[src/rrn_exec_map.vh]
// Purpose: constants for the rotate-right-without-carry execution block
// Assumes: included by rrn_exec.v only; 250 MHz REF_CLK, one phase per clock
// Notes:   offsets are word indices on the plain register port
//
// Operation
// - The instruction is a 16-bit word: a six-bit fixed opcode, then d, then a, then an eight-bit file address.
// - The operand byte is rotated right by one, old bit 0 lands in bit 7, and carry is never used or changed.
// - With d at 0 the result goes to the working register and the source stays; with d at 1 it goes back to the file.
// - With a at 0 the operand comes from the access bank, ignoring the bank select register; with a at 1 that register picks the bank.
// - With a at 0, the extended set enabled and an address of 95 or less, the address is the indexed base plus the literal offset.
// - Only the negative and zero flags are updated; every other status flag keeps its value.
// - One program word, one instruction cycle: decode, read file, compute, write destination in four quarters.
`ifndef RRN_EXEC_MAP_VH
`define RRN_EXEC_MAP_VH

// ***************************************************************
// instruction encoding
// ***************************************************************
`define RRN_OPC_HI        15
`define RRN_OPC_LO        10
`define RRN_OPC_VAL       6'h10
`define RRN_D_BIT         9
`define RRN_A_BIT         8
`define RRN_ILO_LIMIT     8'h5f
`define RRN_ACC_SPLIT     8'h60
`define RRN_ACC_HI_BANK   4'hf

// ***************************************************************
// register port offsets
// ***************************************************************
`define RRN_OFS_CTRL      3'h0
`define RRN_OFS_BANK      3'h1
`define RRN_OFS_WREG      3'h2
`define RRN_OFS_STATUS    3'h3
`define RRN_OFS_IDXLO     3'h4
`define RRN_OFS_IDXHI     3'h5
`define RRN_OFS_PHASE     3'h6

// ***************************************************************
// field positions and reset values
// ***************************************************************
`define RRN_CTRL_EXT_BIT  0
`define RRN_ST_Z_BIT      2
`define RRN_ST_N_BIT      4
`define RRN_ST_WIDTH      5
`define RRN_RST_CTRL      1'h0
`define RRN_RST_BANK      4'h0
`define RRN_RST_WREG      8'h00
`define RRN_RST_STATUS    5'h00
`define RRN_RST_IDX       12'h000
`define RRN_RST_FADDR     12'h000
`define RRN_RST_BYTE      8'h00
`define RRN_RST_DEST      1'h1

`endif

[src/rrn_exec.v]
// Purpose: executes the rotate-right-without-carry byte instruction in one four-phase cycle
// Assumes: file memory sits outside; its read data is valid the clock after FILE_RD
// Notes:   one clock per phase, so an instruction takes four clocks from acceptance
//          INSTR_VALID is ignored while BUSY is high; a refused offer must be repeated
//
// Chosen here: the address map and the strobed register port.
`timescale 1ns/10ps
`include "rrn_exec_map.vh"

module rrn_exec (
  input  wire        REF_CLK,
  input  wire        RESETN,
  input  wire [15:0] INSTR,
  input  wire        INSTR_VALID,
  input  wire [7:0]  FILE_RDATA,
  input  wire [2:0]  ADDR,
  input  wire [7:0]  WDATA,
  input  wire        WR,
  input  wire        RD,
  output reg  [7:0]  RDATA,
  output reg  [11:0] FILE_ADDR,
  output reg         FILE_RD,
  output reg         FILE_WR,
  output reg  [7:0]  FILE_WDATA,
  output reg         BUSY,
  output reg         DONE,
  output reg         ILLEGAL
);

  // ***************************************************************
  // phase states
  // ***************************************************************
  localparam [3:0] Q1 = 4'h1;
  localparam [3:0] Q2 = 4'h2;
  localparam [3:0] Q3 = 4'h4;
  localparam [3:0] Q4 = 4'h8;

  reg  [3:0]  state_reg;
  reg  [3:0]  state_next;
  reg         ext_en_reg;
  reg  [3:0]  bank_reg;
  reg  [7:0]  wreg_reg;
  reg  [`RRN_ST_WIDTH-1:0] status_reg;
  reg  [11:0] idx_reg;
  reg         dest_reg;
  reg  [7:0]  result_reg;
  reg  [11:0] ea_next;
  reg  [7:0]  rdata_next;

  wire [7:0]  f_addr  = INSTR[7:0];
  wire        a_bit   = INSTR[`RRN_A_BIT];
  wire        is_rrn  = (INSTR[`RRN_OPC_HI:`RRN_OPC_LO] == `RRN_OPC_VAL);
  wire [7:0]  rotated;
  wire        take    = (state_reg == Q1) && INSTR_VALID;

  // ***************************************************************
  // rotate right by one; carry is not an input here
  // ***************************************************************
  genvar gi;
  generate
    for (gi = 0; gi < 8; gi = gi + 1)
    begin : rot_bit
      assign rotated[gi] = FILE_RDATA[(gi + 1) % 8];
    end
  endgenerate

  // ***************************************************************
  // operand address
  // ***************************************************************
  always @*
  begin
    if (!a_bit && ext_en_reg && (f_addr <= `RRN_ILO_LIMIT))
      ea_next = idx_reg + {4'h0, f_addr};
    else if (!a_bit)
      ea_next = (f_addr < `RRN_ACC_SPLIT) ? {4'h0, f_addr} : {`RRN_ACC_HI_BANK, f_addr};
    else
      ea_next = {bank_reg, f_addr};
  end

  always @*
  begin
    state_next = state_reg;
    case (state_reg)
      Q1:      if (INSTR_VALID && is_rrn) state_next = Q2;
      Q2:      state_next = Q3;
      Q3:      state_next = Q4;
      Q4:      state_next = Q1;
      default: state_next = Q1;
    endcase
  end

  // ***************************************************************
  // phase sequencing and strobes
  // ***************************************************************
  always @(posedge REF_CLK or negedge RESETN)
  begin
    if (!RESETN)
    begin
      state_reg <= Q1;
      FILE_RD   <= 1'h0;
      FILE_WR   <= 1'h0;
      BUSY      <= 1'h0;
      DONE      <= 1'h0;
      ILLEGAL   <= 1'h0;
    end
    else
    begin
      state_reg <= state_next;
      FILE_RD   <= take && is_rrn;
      FILE_WR   <= (state_reg == Q3) && dest_reg;
      DONE      <= (state_reg == Q3);
      ILLEGAL   <= take && !is_rrn;
      BUSY      <= (state_next != Q1);
    end
  end

  // ***************************************************************
  // operand capture at decode
  // ***************************************************************
  // latched only in Q1, so a new INSTR offered while busy cannot move it
  always @(posedge REF_CLK or negedge RESETN)
  begin
    if (!RESETN)
    begin
      FILE_ADDR <= `RRN_RST_FADDR;
      dest_reg  <= `RRN_RST_DEST;
    end
    else if (take && is_rrn)
    begin
      FILE_ADDR <= ea_next;
      dest_reg  <= INSTR[`RRN_D_BIT];
    end
  end

  // ***************************************************************
  // rotated result, captured in Q3
  // ***************************************************************
  always @(posedge REF_CLK or negedge RESETN)
  begin
    if (!RESETN)
    begin
      result_reg <= `RRN_RST_BYTE;
      FILE_WDATA <= `RRN_RST_BYTE;
    end
    else if (state_reg == Q3)
    begin
      result_reg <= rotated;
      FILE_WDATA <= rotated;
    end
  end

  // ***************************************************************
  // control, bank and index registers
  // ***************************************************************
  always @(posedge REF_CLK or negedge RESETN)
  begin
    if (!RESETN)
    begin
      ext_en_reg <= `RRN_RST_CTRL;
      bank_reg   <= `RRN_RST_BANK;
      idx_reg    <= `RRN_RST_IDX;
    end
    else if (WR)
    begin
      case (ADDR)
        `RRN_OFS_CTRL:  ext_en_reg    <= WDATA[`RRN_CTRL_EXT_BIT];
        `RRN_OFS_BANK:  bank_reg      <= WDATA[3:0];
        `RRN_OFS_IDXLO: idx_reg[7:0]  <= WDATA;
        `RRN_OFS_IDXHI: idx_reg[11:8] <= WDATA[3:0];
        default:        ;
      endcase
    end
  end

  // ***************************************************************
  // working register and status; the Q4 write-back wins over a port write
  // ***************************************************************
  always @(posedge REF_CLK or negedge RESETN)
  begin
    if (!RESETN)
    begin
      wreg_reg   <= `RRN_RST_WREG;
      status_reg <= `RRN_RST_STATUS;
    end
    else
    begin
      if (WR && (ADDR == `RRN_OFS_WREG))
        wreg_reg <= WDATA;
      if (WR && (ADDR == `RRN_OFS_STATUS))
        status_reg <= WDATA[`RRN_ST_WIDTH-1:0];
      // placed last so a same-cycle software write cannot undo the flag update
      if (state_reg == Q4)
      begin
        if (!dest_reg)
          wreg_reg <= result_reg;
        status_reg[`RRN_ST_N_BIT] <= result_reg[7];
        status_reg[`RRN_ST_Z_BIT] <= (result_reg == 8'h00);
      end
    end
  end

  // ***************************************************************
  // register read path
  // ***************************************************************
  always @*
  begin
    rdata_next = 8'h00;
    if (RD)
    begin
      case (ADDR)
        `RRN_OFS_CTRL:   rdata_next = {7'h00, ext_en_reg};
        `RRN_OFS_BANK:   rdata_next = {4'h0, bank_reg};
        `RRN_OFS_WREG:   rdata_next = wreg_reg;
        `RRN_OFS_STATUS: rdata_next = {3'h0, status_reg};
        `RRN_OFS_IDXLO:  rdata_next = idx_reg[7:0];
        `RRN_OFS_IDXHI:  rdata_next = {4'h0, idx_reg[11:8]};
        `RRN_OFS_PHASE:  rdata_next = {4'h0, state_reg};
        default:         rdata_next = 8'h00;
      endcase
    end
  end

  // back to zero after one cycle so stale read data never lingers
  always @(posedge REF_CLK or negedge RESETN)
  begin
    if (!RESETN)
      RDATA <= `RRN_RST_BYTE;
    else
      RDATA <= rdata_next;
  end

endmodule

[config.mk]
export PLATFORM = sky130hd
export DESIGN_NAME = rrn_exec
export DESIGN_NICKNAME = d
export VERILOG_FILES = /design/src/rrn_exec.v
export VERILOG_INCLUDE_DIRS = /design/src
export SDC_FILE = /design/constraint.sdc
export NUM_CORES = 1
export LEC_CHECK = 0
export ABC_CLOCK_PERIOD_IN_PS = 2600
export BUFFER_PORTS_ARGS = -buffer_cell sky130_fd_sc_hd__buf_4
export CAP_MARGIN = 5
export CORE_MARGIN = 2
export CORE_UTILIZATION = 40
export DETAILED_ROUTE_END_ITERATION = 12
export PLACE_DENSITY = 0.67
export SETUP_SLACK_MARGIN = 0.3
export SLEW_MARGIN = 20
export SYNTH_ARGS = -nofsm -noshare
export SYNTH_HDL_FRONTEND = slang
export SYNTH_SLANG_ARGS = --single-unit
[constraint.sdc]
create_clock -name REF_CLK -period 2.6 [get_ports REF_CLK]
set_input_delay 0.13 -clock REF_CLK [delete_from_list [all_inputs] [get_ports REF_CLK]]
set_output_delay 0.13 -clock REF_CLK [all_outputs]
set_load 0.03 [all_outputs]
==> impl_metrics.tcl, run 1 <==
set metrics [dict create \
    status "finished clean" \
    cp_slowest_stage_delay_ns 0.41 \
    hold_ws_ns 0.0150 \
    numPortBuffers 72 \
    synth_top_area_share 0.479 \
    drt_iter0_drc 141 \
    slew_viol_final 0 \
    synth_fp_nets 366 \
    ys_seq_area_frac 0.494 \
    fmax_mhz 460 \
    fin_crit_sh 0.835 \
    power_density_mw_per_mm2 673 \
    fp.dieW_um 96.8 \
    clock_path_buffers 2 \
    utilization 0.524 \
    min_path_type "input pin to flip-flop" \
    rsz0062_at_grt "false" \
    path_cells "ha_1, a211oi_2, nor4b_2, a2111oi_4, nor2b_1, or4_1, nand3_1" \
    firstDrtPassIters 4 \
    vias_per_cell 5.49 \
    cp-end-kind "flip-flop" \
    num_rows 33 \
    drc_errors 0 \
    fin_skew_ns 0.00518 \
    synth_edf_count 0 \
    insertion_delay_ns 0.35 \
    layout-drive-gt1-share 0.335 \
    synth_warnings 0 \
    grt-ovfl-total 0 \
    slowest_stage "or4_1" \
    critPathBufInv 0 \
    tightest_slew_ns 0.843 \
    placedCellCount 484 \
    report.final.setup_viol 0 \
    core_mm2 0.00830 \
    drt_wl_total_mm 8.29 \
    cts.sinks 68 \
    grt_usage 0.189 \
    rrSetupSlack_ns 0.43 \
    wl_per_cell_um 16.4 \
    synth.area.top_cells "dfrtp_1, mux2_2, mux2i_1, nand2_1, a21oi_1" \
    cts_tree "yes" \
    worstPathRequired_ns 2.88 \
    synth_cell_type_count 53 \
    gp_congestion 0.921 \
    critPathTopFamily "simple AND/OR/NAND/NOR gates" \
    worst_slew_margin_rel 0.438 \
    postSynth.asyncResetShare 1.00 \
    hold_viol_final 0 \
    fin_tns_setup_ns 0 \
    grt_start_max_net_pins 69 \
    synthCells 317 \
    cts_post_setup_buffers_inserted 0 \
    worst_setup_path_start_kind "flip-flop" \
    min_period_ns 2.17 \
    diodes 0 \
    critPathKind "flip-flop to flip-flop" \
    synthesis.area_mm2 0.00345 \
    cts_buffers 9 \
    h-tree-depth 3 \
    fill_cells 738 \
    mostFrequentLayoutCells "buf_4, dfrtp_1, mux2_2" \
    synth_ff_type "dfrtp_1" \
    cp.arrival_ns 2.46 \
    cts-root-buf "clkbuf_8" \
    antenna_found_initial 0 \
    ir_drop_v 0.000349 \
    drv_cap 0 \
    syn_avg_cell_area_um2 10.9 \
    vias 2772 \
    layout_commonest_cell "buf_4" \
    final_cells 505 \
    io_pins 73 \
    final_antenna_net_count 0 \
    syn2layout_area_growth_pct 26.1 \
    p_leak_nw 1.96 \
    path_clk_slew_ns 0.07 \
    die_area_mm2 0.00938 \
    initial_core_util 0.415 \
    grt_pass1_vias 2859 \
    chipHeight_um 96.8 \
    fin_nets 444 \
    post-dp-hpwl_mm 5.99 \
    ys_seq_elements 68 \
    synth_top_area_cell "dfrtp_1" \
    grt_pass1_wl_mm 14.2 \
    power_mw 2.93 \
    worst-path-max-fanout 3 \
]
-- layout make-up --
cell class | instances | area, µm² | share of cell area
clock buffers | 13 | 159 | 0.0366
multi-input cells | 228 | 1680 | 0.387
flip-flops and latches | 68 | 1700 | 0.392
repair buffers | 82 | 628 | 0.145
well taps | 105 | 131 | 0.0302
clock inverters | 3 | 21.3 | 0.00489
inverters | 6 | 22.5 | 0.00518
-- metrics by stage --
step | instance area [µm²] | worst slack [ns]
floorplan | 3450 | 0.563
global placement | 4100 | 0.462
detailed placement | 4100 | 0.395
CTS | 4330 | 0.377
global route | 4350 | 0.288
finish | 4350 | 0.428
-- timing repair --
item                                    in CTS  in global routing
hold endpoints to repair                    70                  0
endpoints found under the setup margin       0                  1
hold buffers                                 5                  0
resized for setup                            0                  1
-- worst reg2reg max path, delay by kind of cell, from the launching register on --
family | cells | cell delay, ns
AOI/OAI and AO/OA | 2 | 0.66
and+or+nand+nor | 4 | 0.73
DFF | 1 | 0.40
adders and majority gates | 1 | 0.31
-- final timing paths --
check | from | end | cells past startpoint
worst min-delay path | FILE_RDATA[3] | result_reg[2] | 2
max in group asynchronous | RESETN | wreg_reg[1] | 2
worst max-delay path | idx_reg[1] | FILE_ADDR[9] | 7
min in group asynchronous | RESETN | FILE_ADDR[11] | 2
worst min register to register | FILE_ADDR[11] | FILE_ADDR[11] | 1
worst max register to register | idx_reg[1] | FILE_ADDR[9] | 7
-- per-layer routing --
layer  part of all wire  vias to the layer above  routed length (µm)  global-route usage
met5                  0                        -                   0                   0
met4              0.033                        0                 273               0.103
met3              0.041                       21                 340              0.0354
met2               0.46                       72                3850               0.290
met1               0.46                     1362                3830               0.254
li1                   -                     1317                   -                   -
-- report_power, final --
group	leakage (nW)	internal [mW]	total [mW]	switching, mW
Clock	0.0896	0.399	0.794	0.395
Combinational	1.02	0.372	0.797	0.426
Sequential	0.855	1.22	1.33	0.119
-- synthesized netlist by cell type, types with 2 or more instances --
library cell and count:
dfrtp_1 66, mux2_2 31, nand2_1 28, nor2_1 21
a21oi_1 20, o21ai_0 19, mux2i_1 13, nor2b_1 13
clkbuf_1 9, ha_1 8, inv_1 6, nor4b_1 5
a22oi_1 4, a31oi_1 4, and3_1 4, buf_2 4
o211ai_1 4, o221ai_1 4, xnor2_1 4, a221o_1 3
and2_1 3, nand3_1 3, nor3_1 3, nor4_1 3
o21a_1 3, a211oi_1 2, dfstp_2 2, nand3b_1 2
nor3b_1 2
-- logic make-up after synthesis --
group | count (synthesis) | synth area share
AO/OA/AOI/OAI | 74 | 0.145
AND/OR/NAND/NOR | 96 | 0.148
adder cells (fa/ha/maj) | 9 | 0.0348
flip-flops | 68 | 0.494
XOR/XNOR | 5 | 0.0127
multiplexers | 44 | 0.139
buffers and inverters | 21 | 0.0254
(Power assumes the default switching activity.)
==> inputs of run 2 (changes only) <==
--- a/config.mk
+++ b/config.mk
@@ -6,7 +6,7 @@
 export SDC_FILE = /design/constraint.sdc
 export NUM_CORES = 1
 export LEC_CHECK = 0
-export ABC_CLOCK_PERIOD_IN_PS = 2600
+export ABC_CLOCK_PERIOD_IN_PS = 2200
 export BUFFER_PORTS_ARGS = -buffer_cell sky130_fd_sc_hd__buf_4
 export CAP_MARGIN = 5
 export CORE_MARGIN = 2
==> constraint.sdc (replaced) <==
create_clock -name REF_CLK -period 2.2 [get_ports REF_CLK]
set_input_delay 0.11 -clock REF_CLK [delete_from_list [all_inputs] [get_ports REF_CLK]]
set_output_delay 0.11 -clock REF_CLK [all_outputs]
set_load 0.03 [all_outputs]
==> impl_metrics.tcl, run 2 (synthesis gave the netlist of run 1 again) <==
set metrics [dict create \
    post-dp-hpwl_mm 5.81 \
    layout_commonest_cell "buf_4" \
    mostFrequentLayoutCells "buf_4, dfrtp_1, mux2_2" \
    h-tree-depth 3 \
    worst-path-max-fanout 2 \
    worstPathRequired_ns 2.48 \
    numPortBuffers 72 \
    chipHeight_um 96.8 \
    firstDrtPassIters 4 \
    syn2layout_area_growth_pct 36.3 \
    cts_buffers 9 \
    cp-end-kind "flip-flop" \
    critPathKind "flip-flop to flip-flop" \
    grt_usage 0.183 \
    drt_iter0_drc 204 \
    ir_drop_v 0.000385 \
    report.final.setup_viol 0 \
    critPathMostFrequentCell "buf_6" \
    io_pins 73 \
    diodes 0 \
    hold_viol_final 0 \
    tightest_slew_ns 0.860 \
    grt_start_max_net_pins 69 \
    fin_crit_sh 0.894 \
    die_area_mm2 0.00938 \
    fin_tns_setup_ns 0 \
    slew_viol_final 0 \
    drt_wl_total_mm 8.50 \
    core_mm2 0.00830 \
    clock_path_buffers 2 \
    worst_setup_path_start_kind "flip-flop" \
    num_rows 33 \
    grt_pass1_vias 2795 \
    status "finished clean" \
    power_density_mw_per_mm2 805 \
    fmax_mhz 508 \
    fp.dieW_um 96.8 \
    rsz0062_at_grt "true" \
    initial_core_util 0.415 \
    final_antenna_net_count 0 \
    fin_area_mm2 0.00470 \
    power_mw 3.78 \
    cp_slowest_stage_delay_ns 0.42 \
    grt_pass1_wl_mm 13.8 \
    cts.sinks 68 \
    fin_nets 463 \
    gp_congestion 0.845 \
    slowest_stage "dfrtp_1" \
    vias 2852 \
    fin_skew_ns 0.00927 \
    insertion_delay_ns 0.35 \
    min_period_ns 1.97 \
    placedCellCount 484 \
    cp.arrival_ns 2.25 \
    drv_cap 0 \
    path_clk_slew_ns 0.08 \
    grt-ovfl-total 0 \
    wl_per_cell_um 16.2 \
    cts-root-buf "clkbuf_8" \
    p_leak_nw 2.08 \
    antenna_found_initial 0 \
    final_cells 524 \
    cts_tree "yes" \
    min_path_type "input pin to flip-flop" \
    layout-drive-gt1-share 0.394 \
    worst_slew_margin_rel 0.427 \
    drc_errors 0 \
    post_dp_cell_area_mm2 0.00413 \
    vias_per_cell 5.44 \
    path_cells "ha_4, a211oi_4, buf_4, buf_6, buf_6, o21bai_1, a21oi_1, xnor2_1, nand2_1, a31oi_1" \
]
## run 2: changes by cell type in the layout (fill, tap and decap cells not counted), sizes merged
cell         previous run  this run
buf                    77        89
bufinv                  0         1
clkbuf                 13        12
clkinv                  2         3
clkinvlp                1         0
dlygate4sd3             5        12
## run 2: where the power goes
| group | leakage, nW | internal (mW) | switching, mW | total, mW |
|---|---|---|---|---|
| clock | 0.100 | 0.554 | 0.488 | 1.04 |
| combinational | 1.13 | 0.585 | 0.568 | 1.15 |
| sequential | 0.853 | 1.44 | 0.152 | 1.59 |
## run 2: worst max-delay path: cells and delay by family, from the launching register on
family | cells | cell delay [ns]
buffers and inverters | 3 | 0.33
AO/OA/AOI/OAI | 4 | 0.67
AND/OR/NAND/NOR | 1 | 0.07
adder cells (fa/ha/maj) | 1 | 0.26
flip-flops | 1 | 0.42
XOR/XNOR | 1 | 0.13
## run 2: stage by stage
| stage | util | setup slack [ns] | hold WS (ns) |
|---|---|---|---|
| after floorplan | - | 0.317 | -0.186 |
| after detailed placement | 0.498 | 0.136 | 0.280 |
| after global routing | 0.566 | 0.145 | 0.00108 |
| final | 0.566 | 0.233 | 0.0113 |
| after global placement | 0.498 | 0.203 | 0.284 |
| after CTS | 0.554 | 0.178 | 0.000681 |
## run 2: final cells by class
cell class / count / area (µm²)
Sequential cell: 68 / 1710
Tap cell: 105 / 131
Multi-Input combinational cell: 228 / 1840
Clock buffer: 12 / 145
Clock inverter: 4 / 48.8
Inverter: 6 / 22.5
Fill cell: 731 / 3600
Timing Repair Buffer: 101 / 808
## run 2: worst paths after layout
kind | startpoint | slack [ns] | cells past startpoint | to
worst max register to register | idx_reg[1] | 0.23 | 10 | FILE_ADDR[5]
max in group asynchronous | RESETN | 1.19 | 2 | idx_reg[3]
min in group asynchronous | RESETN | 0.41 | 2 | idx_reg[6]
worst min register to register | FILE_ADDR[11] | 0.50 | 1 | FILE_ADDR[11]
worst max-delay path | idx_reg[1] | 0.23 | 10 | FILE_ADDR[5]
worst min-delay path | WDATA[5] | 0.01 | 2 | idx_reg[5]
## run 2: what timing repair did
action,CTS,global route
buffers inserted,6,6
endpoints found under the setup margin,7,9
endpoints found under the hold margin,77,0
hold buffers,12,0
resized for setup,18,13
pin swaps,5,21
## run 2: metal layers
metal  part of all wire  track usage  wire, µm
met5                  0            0         0
met4              0.018       0.0715       150
met3              0.048       0.0325       410
met2               0.51        0.310      4310
met1               0.43        0.233      3630
